File: src/ctdp_params.svh
`ifndef CTDP_PARAMS_SVH
`define CTDP_PARAMS_SVH

// Register addresses
`define CTDP_ADDR_PORT0 8'h80
`define CTDP_ADDR_SP 8'h81
`define CTDP_ADDR_PA_LO 8'h82
`define CTDP_ADDR_PA_HI 8'h83
`define CTDP_ADDR_PB_LO 8'h84
`define CTDP_ADDR_PB_HI 8'h85
`define CTDP_ADDR_SEL 8'h86
`define CTDP_ADDR_POWER_CONTROL 8'h87
`define CTDP_ADDR_TIMER_CONTROL 8'h88
`define CTDP_ADDR_TIMER_MODE_SELECT 8'h89
`define CTDP_ADDR_TA_LO 8'h8A
`define CTDP_ADDR_TB_LO 8'h8B
`define CTDP_ADDR_TA_HI 8'h8C
`define CTDP_ADDR_TB_HI 8'h8D
`define CTDP_ADDR_CLOCK_RATE_CONTROL 8'h8E

// Field positions
`define CTDP_SEL_BIT 0
`define CTDP_STRETCH_LSB 0
`define CTDP_RATE_LSB 3

// Fixed bits of the power control register
`define CTDP_POWER_CONTROL_ONES 8'h30

// Reset values
`define CTDP_RST_PORT0 8'hFF
`define CTDP_RST_SP 8'h07
`define CTDP_RST_POWER_CONTROL 8'h30
`define CTDP_RST_CLOCK_RATE_CONTROL 8'h01
`define CTDP_RST_ZERO 8'h00

// Timing counts in core clocks or instruction cycles
`define CTDP_CLK_PER_CYC 4
`define CTDP_SLOW_DIV 12
`define CTDP_FAST_DIV 4
`define CTDP_XMOVE_BASE 2
`define CTDP_MULDIV_CYC 5
`define CTDP_MAX_CYC 5

`endif

File: src/ctdp_pkg.sv
package ctdp_pkg;

  typedef enum logic [1:0] {
    CTDP_ST_IDLE = 2'b01,
    CTDP_ST_EXEC = 2'b10
  } ctdp_state_t;

  typedef enum logic [1:0] {
    CTDP_CLS_BYTES = 2'h0,
    CTDP_CLS_XMOVE = 2'h1,
    CTDP_CLS_MULDIV = 2'h2
  } ctdp_class_t;

  typedef enum logic [1:0] {
    CTDP_PTR_NONE = 2'h0,
    CTDP_PTR_LOAD = 2'h1,
    CTDP_PTR_INC = 2'h2,
    CTDP_PTR_INDEX = 2'h3
  } ctdp_ptr_op_t;

endpackage : ctdp_pkg

File: src/ctdp_rate_div.sv
`timescale 1ns/10ps
`default_nettype none

module ctdp_rate_div #(
  parameter int SLOW = 12,
  parameter int FAST = 4
) (
  // Clock and reset
  input wire logic clk_sys_i,
  input wire logic sys_rst_i,
  // Rate control
  input wire logic fast_i,
  // Increment strobe
  output logic tick_o
);

  logic [3:0] cnt;
  wire [3:0] lim_last = fast_i ? 4'(FAST - 1) : 4'(SLOW - 1);
  // A rate change mid-count never strands the counter past its limit
  wire at_end = (cnt >= lim_last);

  always_ff @(posedge clk_sys_i) begin
    if (sys_rst_i) begin
      cnt <= 4'h0;
      tick_o <= 1'b0;
    end else begin
      cnt <= at_end ? 4'h0 : cnt + 4'h1;
      tick_o <= at_end;
    end
  end

endmodule : ctdp_rate_div

`default_nettype wire

File: src/ctdp_core.sv
`include "ctdp_params.svh"
`timescale 1ns/10ps
`default_nettype none

module ctdp_core
  import ctdp_pkg::*;
#(
  parameter int SLOW_DIV = `CTDP_SLOW_DIV,
  parameter int FAST_DIV = `CTDP_FAST_DIV,
  parameter int MULDIV_CYC = `CTDP_MULDIV_CYC,
  parameter int NUM_TIMERS = 3
) (
  // Clock and reset
  input wire logic clk_sys_i,
  input wire logic sys_rst_i,
  // Register access from the core
  input wire logic [7:0] sfr_addr_i,
  input wire logic sfr_wr_i,
  input wire logic sfr_rd_i,
  input wire logic [7:0] sfr_wdata_i,
  output logic [7:0] sfr_rdata_o,
  output logic sfr_hit_o,
  // Instruction timing
  input wire logic instr_start_i,
  input wire ctdp_class_t instr_class_i,
  input wire logic [2:0] instr_bytes_i,
  output logic instr_ready_o,
  output logic instr_done_o,
  output logic instr_busy_o,
  output logic cycle_strobe_o,
  output logic [1:0] phase_o,
  // Data pointer operations
  input wire ctdp_ptr_op_t ptr_op_i,
  input wire logic [15:0] ptr_load_i,
  input wire logic [7:0] acc_i,
  output logic [15:0] active_data_pointer_o,
  output logic [15:0] index_addr_o,
  // Timer increment strobes
  output logic [NUM_TIMERS-1:0] timer_tick_o,
  // Register contents for neighbouring logic
  output logic [7:0] port0_latch_o,
  output logic [7:0] stack_pointer_o,
  output logic [7:0] power_control_o,
  output logic [7:0] timer_control_o,
  output logic [7:0] timer_mode_select_o
);

  localparam logic [1:0] PH_LAST = 2'(`CTDP_CLK_PER_CYC - 1);

  // Register storage
  logic [7:0] port0_latch;
  logic [7:0] stack_pointer;
  logic [7:0] first_pointer_low;
  logic [7:0] first_pointer_high;
  logic [7:0] second_pointer_low;
  logic [7:0] second_pointer_high;
  logic pointer_select;
  logic [7:0] power_control;
  logic [7:0] timer_control;
  logic [7:0] timer_mode_select;
  logic [7:0] timer_a_count_low;
  logic [7:0] timer_b_count_low;
  logic [7:0] timer_a_count_high;
  logic [7:0] timer_b_count_high;
  logic [7:0] clock_rate_control;

  // Timing state
  logic [1:0] phase;
  ctdp_state_t state;
  ctdp_state_t next_state;
  logic [3:0] cycles_left;
  logic [3:0] next_cycles_left;

  // Pointer next values
  logic [15:0] next_first;
  logic [15:0] next_second;
  logic next_sel;

  // Address decode
  wire hit_port0 = (sfr_addr_i == `CTDP_ADDR_PORT0);
  wire hit_sp = (sfr_addr_i == `CTDP_ADDR_SP);
  wire hit_pa_lo = (sfr_addr_i == `CTDP_ADDR_PA_LO);
  wire hit_pa_hi = (sfr_addr_i == `CTDP_ADDR_PA_HI);
  wire hit_pb_lo = (sfr_addr_i == `CTDP_ADDR_PB_LO);
  wire hit_pb_hi = (sfr_addr_i == `CTDP_ADDR_PB_HI);
  wire hit_sel = (sfr_addr_i == `CTDP_ADDR_SEL);
  wire hit_power_control = (sfr_addr_i == `CTDP_ADDR_POWER_CONTROL);
  wire hit_timer_control = (sfr_addr_i == `CTDP_ADDR_TIMER_CONTROL);
  wire hit_timer_mode_select = (sfr_addr_i == `CTDP_ADDR_TIMER_MODE_SELECT);
  wire hit_ta_lo = (sfr_addr_i == `CTDP_ADDR_TA_LO);
  wire hit_tb_lo = (sfr_addr_i == `CTDP_ADDR_TB_LO);
  wire hit_ta_hi = (sfr_addr_i == `CTDP_ADDR_TA_HI);
  wire hit_tb_hi = (sfr_addr_i == `CTDP_ADDR_TB_HI);
  wire hit_clock_rate_control = (sfr_addr_i == `CTDP_ADDR_CLOCK_RATE_CONTROL);

  // Unassigned addresses neither store nor answer
  wire any_hit = hit_port0 | hit_sp | hit_pa_lo | hit_pa_hi | hit_pb_lo
    | hit_pb_hi | hit_sel | hit_power_control | hit_timer_control | hit_timer_mode_select | hit_ta_lo
    | hit_tb_lo | hit_ta_hi | hit_tb_hi | hit_clock_rate_control;

  assign sfr_hit_o = any_hit;

  // Write strobes
  wire wr_port0 = sfr_wr_i & hit_port0;
  wire wr_sp = sfr_wr_i & hit_sp;
  wire wr_pa_lo = sfr_wr_i & hit_pa_lo;
  wire wr_pa_hi = sfr_wr_i & hit_pa_hi;
  wire wr_pb_lo = sfr_wr_i & hit_pb_lo;
  wire wr_pb_hi = sfr_wr_i & hit_pb_hi;
  wire wr_sel = sfr_wr_i & hit_sel;
  wire wr_power_control = sfr_wr_i & hit_power_control;
  wire wr_timer_control = sfr_wr_i & hit_timer_control;
  wire wr_timer_mode_select = sfr_wr_i & hit_timer_mode_select;
  wire wr_ta_lo = sfr_wr_i & hit_ta_lo;
  wire wr_tb_lo = sfr_wr_i & hit_tb_lo;
  wire wr_ta_hi = sfr_wr_i & hit_ta_hi;
  wire wr_tb_hi = sfr_wr_i & hit_tb_hi;
  wire wr_clock_rate_control = sfr_wr_i & hit_clock_rate_control;

  // Read views with constant bits forced
  wire [7:0] sel_view = {7'h00, pointer_select};
  wire [7:0] power_control_view = power_control | `CTDP_POWER_CONTROL_ONES;

  wire [7:0] read_mux =
    hit_port0 ? port0_latch :
    hit_sp ? stack_pointer :
    hit_pa_lo ? first_pointer_low :
    hit_pa_hi ? first_pointer_high :
    hit_pb_lo ? second_pointer_low :
    hit_pb_hi ? second_pointer_high :
    hit_sel ? sel_view :
    hit_power_control ? power_control_view :
    hit_timer_control ? timer_control :
    hit_timer_mode_select ? timer_mode_select :
    hit_ta_lo ? timer_a_count_low :
    hit_tb_lo ? timer_b_count_low :
    hit_ta_hi ? timer_a_count_high :
    hit_tb_hi ? timer_b_count_high :
    hit_clock_rate_control ? clock_rate_control :
    8'h00;

  // Clock control fields
  wire [2:0] stretch = clock_rate_control[`CTDP_STRETCH_LSB +: 3];
  wire [2:0] rate_bits = clock_rate_control[`CTDP_RATE_LSB +: 3];

  // Cycle count per instruction class
  wire [3:0] bytes_ext = {1'b0, instr_bytes_i};
  wire [3:0] bytes_cyc =
    (bytes_ext == 4'h0) ? 4'h1 :
    (bytes_ext > 4'(`CTDP_MAX_CYC)) ? 4'(`CTDP_MAX_CYC) :
    bytes_ext;
  wire [3:0] xmove_cyc = 4'(`CTDP_XMOVE_BASE) + {1'b0, stretch};
  wire [3:0] muldiv_cyc = 4'(MULDIV_CYC);
  wire [3:0] req_cyc =
    (instr_class_i == CTDP_CLS_XMOVE) ? xmove_cyc :
    (instr_class_i == CTDP_CLS_MULDIV) ? muldiv_cyc :
    bytes_cyc;

  // Sequencer handshake
  wire cyc_end = (phase == PH_LAST);
  wire in_exec = (state == CTDP_ST_EXEC);
  wire last_cyc = in_exec & (cycles_left == 4'h1);
  wire take = instr_ready_o & instr_start_i;

  // A new instruction may follow the last cycle of the previous one
  assign instr_ready_o = cyc_end & ((state == CTDP_ST_IDLE) | last_cyc);
  assign instr_done_o = cyc_end & last_cyc;
  assign instr_busy_o = in_exec;
  assign cycle_strobe_o = cyc_end;
  assign phase_o = phase;

  always_comb begin
    next_state = state;
    next_cycles_left = cycles_left;
    unique case (state)
      CTDP_ST_IDLE: begin
        if (take) begin
          next_state = CTDP_ST_EXEC;
          next_cycles_left = req_cyc;
        end
      end
      CTDP_ST_EXEC: begin
        if (cyc_end) begin
          if (cycles_left != 4'h1) begin
            next_cycles_left = cycles_left - 4'h1;
          end else if (take) begin
            next_cycles_left = req_cyc;
          end else begin
            next_state = CTDP_ST_IDLE;
            next_cycles_left = 4'h0;
          end
        end
      end
      default: begin
        next_state = CTDP_ST_IDLE;
        next_cycles_left = 4'h0;
      end
    endcase
  end

  // Free-running phase keeps instruction cycles on a fixed grid
  always_ff @(posedge clk_sys_i) begin
    if (sys_rst_i) begin
      phase <= 2'h0;
    end else begin
      phase <= cyc_end ? 2'h0 : phase + 2'h1;
    end
  end

  always_ff @(posedge clk_sys_i) begin
    if (sys_rst_i) begin
      state <= CTDP_ST_IDLE;
      cycles_left <= 4'h0;
    end else begin
      state <= next_state;
      cycles_left <= next_cycles_left;
    end
  end

  // Pointer update: core operation first, register writes override
  wire [15:0] first_ptr = {first_pointer_high, first_pointer_low};
  wire [15:0] second_ptr = {second_pointer_high, second_pointer_low};
  wire [15:0] sel_ptr = pointer_select ? second_ptr : first_ptr;
  wire ptr_load = (ptr_op_i == CTDP_PTR_LOAD);
  wire ptr_inc = (ptr_op_i == CTDP_PTR_INC);
  wire ptr_idx = (ptr_op_i == CTDP_PTR_INDEX);
  wire [15:0] ptr_new = ptr_load ? ptr_load_i : sel_ptr + 16'h0001;

  always_comb begin
    next_first = first_ptr;
    next_second = second_ptr;
    next_sel = pointer_select;
    if (ptr_load | ptr_inc) begin
      if (pointer_select) begin
        next_second = ptr_new;
      end else begin
        next_first = ptr_new;
      end
    end
    if (wr_pa_lo) begin
      next_first[7:0] = sfr_wdata_i;
    end
    if (wr_pa_hi) begin
      next_first[15:8] = sfr_wdata_i;
    end
    if (wr_pb_lo) begin
      next_second[7:0] = sfr_wdata_i;
    end
    if (wr_pb_hi) begin
      next_second[15:8] = sfr_wdata_i;
    end
    // A write to the select register keeps only bit 0 of the written data
    if (wr_sel) begin
      next_sel = sfr_wdata_i[`CTDP_SEL_BIT];
    end
  end

  always_ff @(posedge clk_sys_i) begin
    if (sys_rst_i) begin
      first_pointer_low <= `CTDP_RST_ZERO;
      first_pointer_high <= `CTDP_RST_ZERO;
      second_pointer_low <= `CTDP_RST_ZERO;
      second_pointer_high <= `CTDP_RST_ZERO;
      pointer_select <= 1'b0;
      active_data_pointer_o <= 16'h0000;
    end else begin
      first_pointer_low <= next_first[7:0];
      first_pointer_high <= next_first[15:8];
      second_pointer_low <= next_second[7:0];
      second_pointer_high <= next_second[15:8];
      pointer_select <= next_sel;
      // Registered so the address stays stable through the access
      active_data_pointer_o <= next_sel ? next_second : next_first;
    end
  end

  always_ff @(posedge clk_sys_i) begin
    if (sys_rst_i) begin
      index_addr_o <= 16'h0000;
    end else if (ptr_idx) begin
      index_addr_o <= sel_ptr + {8'h00, acc_i};
    end
  end

  // General registers
  always_ff @(posedge clk_sys_i) begin
    if (sys_rst_i) begin
      port0_latch <= `CTDP_RST_PORT0;
      stack_pointer <= `CTDP_RST_SP;
      power_control <= `CTDP_RST_POWER_CONTROL;
      timer_control <= `CTDP_RST_ZERO;
      timer_mode_select <= `CTDP_RST_ZERO;
    end else begin
      if (wr_port0) port0_latch <= sfr_wdata_i;
      if (wr_sp) stack_pointer <= sfr_wdata_i;
      // Spare bit 6 is stored and reaches both power_control_o and the register read data
      if (wr_power_control) power_control <= sfr_wdata_i | `CTDP_POWER_CONTROL_ONES;
      if (wr_timer_control) timer_control <= sfr_wdata_i;
      if (wr_timer_mode_select) timer_mode_select <= sfr_wdata_i;
    end
  end

  always_ff @(posedge clk_sys_i) begin
    if (sys_rst_i) begin
      timer_a_count_low <= `CTDP_RST_ZERO;
      timer_b_count_low <= `CTDP_RST_ZERO;
      timer_a_count_high <= `CTDP_RST_ZERO;
      timer_b_count_high <= `CTDP_RST_ZERO;
    end else begin
      if (wr_ta_lo) timer_a_count_low <= sfr_wdata_i;
      if (wr_tb_lo) timer_b_count_low <= sfr_wdata_i;
      if (wr_ta_hi) timer_a_count_high <= sfr_wdata_i;
      if (wr_tb_hi) timer_b_count_high <= sfr_wdata_i;
    end
  end

  // Bits 7:6 are spare: stored, read back, no effect
  always_ff @(posedge clk_sys_i) begin
    if (sys_rst_i) begin
      clock_rate_control <= `CTDP_RST_CLOCK_RATE_CONTROL;
    end else if (wr_clock_rate_control) begin
      clock_rate_control <= sfr_wdata_i;
    end
  end

  // Read data answers one clock after the read strobe
  always_ff @(posedge clk_sys_i) begin
    if (sys_rst_i) begin
      sfr_rdata_o <= 8'h00;
    end else if (sfr_rd_i) begin
      sfr_rdata_o <= read_mux;
    end
  end

  assign port0_latch_o = port0_latch;
  assign stack_pointer_o = stack_pointer;
  assign power_control_o = power_control_view;
  assign timer_control_o = timer_control;
  assign timer_mode_select_o = timer_mode_select;

  // Timer increment rate per timer
  genvar g;
  generate
    for (g = 0; g < NUM_TIMERS; g++) begin : g_rate
      ctdp_rate_div #(
        .SLOW(SLOW_DIV),
        .FAST(FAST_DIV)
      ) u_div (
        .clk_sys_i(clk_sys_i),
        .sys_rst_i(sys_rst_i),
        .fast_i(rate_bits[g]),
        .tick_o(timer_tick_o[g])
      );
    end
  endgenerate

endmodule : ctdp_core

`default_nettype wire

File: config.mk
export PLATFORM = sky130hd
export DESIGN_NAME = ctdp_core
export DESIGN_NICKNAME = d
export VERILOG_FILES = /design/src/ctdp_pkg.sv /design/src/ctdp_rate_div.sv /design/src/ctdp_core.sv
export VERILOG_INCLUDE_DIRS = /design/src /design/src/src
export SDC_FILE = /design/constraint.sdc
export NUM_CORES = 1
export LEC_CHECK = 0
export ABC_AREA = 1
export BUFFER_PORTS_ARGS = -buffer_cell sky130_fd_sc_hd__buf_4
export CAP_MARGIN = 30
export CORE_MARGIN = 8
export CORE_UTILIZATION = 31
export CTS_CLUSTER_SIZE = 14
export DETAILED_ROUTE_END_ITERATION = 10
export PLACE_DENSITY = 0.59
export SLEW_MARGIN = 15
export SYNTH_ARGS = -nofsm -noshare
export SYNTH_HDL_FRONTEND = slang
export SYNTH_SLANG_ARGS = --single-unit
File: constraint.sdc
create_clock -name clk_sys_i -period 4.81 [get_ports clk_sys_i]
set_input_delay 0 -clock clk_sys_i [delete_from_list [all_inputs] [get_ports clk_sys_i]]
set_output_delay 0 -clock clk_sys_i [all_outputs]
set_load 0.03 [all_outputs]
# After elaboration in Yosys (flattened, before gate mapping)

Index checks and enable logic that the tools add are counted.

Output and inout port bits: 90
Bits in registers: 174

Reduce and logical (&&, ||, !) cells: 7
Add/subtract/negate cells: 8
Bitwise logic cells: 35
Mux-type cells: 44
$lt $le $gt $ge: 4
Eq/ne operators: 29

Operators by type and width:

| cell                    | number |
|---|---|
| $mux W8                 | 19 |
| $eq A8 B8 Y1 const B    | 15 |
| $mux W16                | 7 |
| $mux W4                 | 8 |
| $and A1 B1 Y1           | 19 |
| $add A16 B1 Y16 const B | 1 |
| $add A16 B8 Y16         | 1 |
| $or A1 B1 Y1            | 16 |
| $add A4 B1 Y4 const B   | 3 |
| $ge A4 B4 Y1            | 3 |
| $eq A2 B2 Y1 const B    | 5 |
| $mux W3                 | 3 |
| $mux W2                 | 4 |
| $ne A2 B2 Y1 const B    | 4 |
| $pmux W4 S2             | 1 |
| $reduce_or A2 Y1        | 4 |
| $eq A2 B1 Y1 const B    | 3 |
| $add A2 B3 Y4 const A   | 1 |
| $eq A4 B1 Y1 const B    | 1 |
| $logic_not A4 Y1        | 1 |
| $ne A4 B1 Y1 const B    | 1 |
| $pmux W2 S2             | 1 |
| $reduce_and A4 Y1       | 1 |
| $sub A4 B1 Y4 const B   | 1 |
| other kinds (4)         | 4 |

# Logic depth before layout (Yosys ltp)

Depth in word-level cells: 16
Depth in mapped cells: 17
Depth with buffers taken out: 16

# By module

A second synthesis with hierarchy kept.

Cells, all modules: 1348
Area total of the unflattened synthesis: 9226.3 sq um

Modules (own cells, without submodules):

| module        | times used | cells an instance | area an instance (sq um) | sequential area each (sq um) |
|---|---|---|---|---|
| ctdp_core     | 1          | 1276              | 8603.3                   | 3183.1 |
| ctdp_rate_div | 3          | 24                | 207.7                    | 100.1 |

# Least setup slack after synthesis

OpenSTA, ideal clock, no wires.

Path kind: reg2reg
Start point: register pointer_select
End point: register index_addr_o[14]
Setup slack: 2.185 ns
Required time: 4.701 ns
Arrival: 2.516 ns
Cell stages (with the launch flop): 17
Clock period less this slack: 2.625 ns
Cell sequence: dfxtp_1 > buf_6 > nand2_1 > nand2_1 > ha_1 > inv_1 > fa_1 > nand3b_1 > nand2_1 > a21boi_0 > nor2_1 > o21ai_0 > a21oi_1 > nand2_1 > xnor2_1 > a21o_1 > inv_1

Cells in the longest elaborated chain, start to end: 2

Ends and longest elaborated chain:

| what                   | RTL line         | RTL |
|---|---|---|
| start, declared        | ctdp_core.sv:57  | `logic pointer_select;` |
| start signal, assigned | ctdp_core.sv:271 | `pointer_select <= next_sel;` |
| $mux W16               | ctdp_core.sv:223 | `wire [15:0] sel_ptr = pointer_select ? second_ptr : first_ptr;` |
| $add A16 B8 Y16        | ctdp_core.sv:281 | `index_addr_o <= sel_ptr + {8'h00, acc_i};` |
| end signal, assigned   | ctdp_core.sv:281 |  |
| end, declared          | ctdp_core.sv:37  | `output logic [15:0] index_addr_o,` |

No other way between the ends.
A chain may end at the register's enable or synchronous reset.

# Final worst setup path

Start point: register pointer_select
End point: register index_addr_o[13]

Same word-level chain as after synthesis.

==> results.sh <==
export IMPL_num_rows=63
export IMPL_required_ps=5140
export IMPL_grt_pass1_vias=8576
export IMPL_finalMaxSlewViolations=0
export IMPL_r2r_start="pointer_select$_SDFF_PP0_"
export IMPL_cts_buffers=17
export IMPL_synthDistinctLibCells=50
export IMPL_final_common_cell="nand2_1"
export IMPL_synthFlopType="dfxtp_1"
export IMPL_tightest_slew_ps=855.5
export IMPL_p_sw_share_pct=29.95
export IMPL_final_cell_mix="317 x nand2_1, 174 x dfxtp_1, 168 x inv_1"
export IMPL_grt_util_all_layers_pct=17.12
export IMPL_fillers=3201
export IMPL_core_um2=29480
export IMPL_wl_per_cell_um=16.67
export IMPL_antenna_found_initial=1
export IMPL_clock_skew_ps=13.62
export IMPL_io_pins=142
export IMPL_grt_pass1_wl_mm=48.61
export IMPL_comb_power_share_pct=15.8
export IMPL_clock_path_buffers=2
export IMPL_fin_nets=1558
export IMPL_reg_top3="active_data_pointer_o (16), index_addr_o (16), g_rate.u_div.cnt (12)"
export IMPL_antennaDiodeCount=0
export IMPL_path_clk_slew_ps=80
export IMPL_fin_ws_ps=1782
export IMPL_fin_crit_sh_pct=62.95
export IMPL_area_delta_synth_final_pct=21.18
export IMPL_cap_violations=0
export IMPL_power_frac_seq_pct=44.7
export IMPL_setup_viol=0
export IMPL_syn_area_um2=9244
export IMPL_crit_start="pointer_select$_SDFF_PP0_"
export IMPL_yosysSeqAreaShare_pct=37.68
export IMPL_p_leak_nw=4.953
export IMPL_drt_iter0_drc=846
export IMPL_avgSynthCellArea_um2=6.757
export IMPL_die_h_um=188.7
export IMPL_internal_power_w=0.002410
export IMPL_endpoint_kind="flip-flop"
export IMPL_ir_worst_vdd_mv=0.2225
export IMPL_initial_core_util_pct=31.36
export IMPL_hold_ws_ps=9.693
export IMPL_post_cts_repair_setup_buffers=0
export IMPL_drcViolationCount=0
export IMPL_maxSlewHeadroom_pct=42.97
export IMPL_cts_root_buffer="clkbuf_16"
export IMPL_wirelength_mm=31.42
export IMPL_dpl_hpwl_mm=22.97
export IMPL_clockPowerShare_pct=39.5
export IMPL_die_area_um2=35600
export IMPL_h_tree_depth=4
export IMPL_ant_nets=0
export IMPL_rsz0062_at_grt="no"
export IMPL_drt_first_pass_iters=5
export IMPL_hold_viol=0
export IMPL_outcome="completed"
export IMPL_place_ws_ps=1813
export IMPL_synth_seq_cells=174
export IMPL_synthesis_instances=1368
export IMPL_start_kind="flip-flop"
export IMPL_port_buffers=139
export IMPL_grt_max_degree=68
export IMPL_synth_enable_flop_cells=0
export IMPL_async_flop_share_pct=0
export IMPL_viasPerCell=4.911
export IMPL_cts_tree="built"
export IMPL_totalNegativeSetupSlack_ps=0
export IMPL_arrival_ps=3360
export IMPL_hp_start="acc_i[1]"
export IMPL_clock_latency_ps=440
export IMPL_path_max_fanout=13
export IMPL_layout_drive_gt1_share_pct=15.25
export IMPL_gp_congestion=0.9083
export IMPL_fin_crit_ps=3028
export IMPL_switchingPower_w=0.001030
export IMPL_critical_path_class="flip-flop to flip-flop"
export IMPL_cts_sinks=174
export IMPL_die_width_um=188.7
export IMPL_yosysWarnings=0
export IMPL_grt_overflow=0
export IMPL_fmax_mhz=330.3
export IMPL_hold_class="input pin to flip-flop"
export IMPL_powerDensity_nw_per_um2=307.1
export IMPL_vias=9257
-- path summary, 6_finish.rpt --
check	depth (start not counted)	slack (ps)	to
worst max register to register	15	1780	index_addr_o[13]$_SDFFE_PP0N_
worst max-delay path	15	1780	index_addr_o[13]$_SDFFE_PP0N_
worst min register to register	1	450	g_rate[2].u_div.cnt[0]$_SDFF_PP0_
worst min-delay path	4	10	index_addr_o[1]$_SDFFE_PP0N_
-- what timing repair did --
action,CTS,global route
gates resized for setup,0,0
hold buffers,10,0
hold endpoints to repair,53,0
-- critical path, stage by stage, from the launching register on --
cell,delay (ps)
dfxtp_1,550
inv_2,210
nand2_1,140
nand2_4,80
ha_1,350
nand3_1,90
nand3_1,120
a21oi_1,120
o21ai_0,400
nand2_1,100
a21oi_1,230
nand2_1,140
o21ai_0,170
nand3_1,90
o211ai_1,110
inv_1,50
-- per-layer routing --
layer / global-route usage (%) / wire [µm] / vias to the layer above
li1: - / - / 4684
met3: 3.641 / 2431 / 32
met4: 3.758 / 435 / 2
met1: 23.77 / 14450 / 4221
met5: 0 / 13 / -
met2: 26.76 / 14080 / 318
-- synth_stat cells, types with 3 or more instances --
library cell,n,area share [%]
nor2_2,6,0.41
nor3_2,3,0.32
nor2_4,7,0.85
a31oi_1,4,0.27
o211ai_1,18,1.5
xnor2_1,5,0.47
o21ai_0,109,5.9
nand4_1,32,2.2
nand3_1,82,4.4
nand2_1,317,13
ha_1,23,3.1
o21ai_1,12,0.65
nor2_1,128,5.2
o22ai_1,9,0.61
buf_6,5,0.61
buf_4,5,0.41
inv_1,169,6.9
clkbuf_1,46,1.9
a21oi_1,131,7.1
or2_2,4,0.27
o21bai_1,5,0.41
nand2_2,6,0.41
clkinv_1,3,0.12
o21ai_2,7,0.66
dfxtp_1,174,38
buf_2,4,0.22
nor3_1,5,0.27
inv_2,7,0.28
buf_1,3,0.12
xor2_1,15,1.4
-- through the flow --
step	area (µm²)	std cells	utilization, %	total power, W
CTS	11200	1885	38.00	0.003459
global placement	10530	1842	35.73	0.002104
detailed placement	10540	1843	35.76	0.002105
finish	11200	1885	38.00	0.003440
floorplan	9248	1369	-	0.001920
global route	11200	1885	38.00	0.003587
-- layout make-up --
class | count | area, µm² | share of cell area (%)
clock buffer | 18 | 429.2 | 3.831
sequential | 174 | 3483 | 31.10
tap | 390 | 488.0 | 4.356
inverter | 180 | 680.7 | 6.076
clock inverter | 14 | 131.4 | 1.173
timing repair buffer | 157 | 1204 | 10.74
multi-input combinational | 952 | 4786 | 42.72
-- power by group through the flow --
stage | logic (W) | clock network, W | registers [W]
global placement | 0.000533 | 0 | 0.00157
finish | 0.000543 | 0.00136 | 0.00154
detailed placement | 0.000535 | 0 | 0.00157
CTS | 0.000544 | 0.00138 | 0.00154
floorplan | 0.000313 | 0 | 0.00161
global route | 0.000602 | 0.00144 | 0.00154
-- logic make-up (layout without fill, tap and decap cells) --
kind of cell / count (synthesis) / after routing / share of synthesized area, %
other: 1 / 2 / 0.04057
flip-flops: 174 / 174 / 37.68
multiplexers: 1 / 1 / 0.1083
AO/OA/AOI/OAI: 307 / 307 / 18.22
buffers and inverters: 243 / 369 / 10.58
AND/OR/NAND/NOR: 598 / 598 / 28.14
XOR/XNOR: 20 / 20 / 1.895
adder cells (fa/ha/maj): 24 / 24 / 3.330
Power figures use the tool's default switching activity.
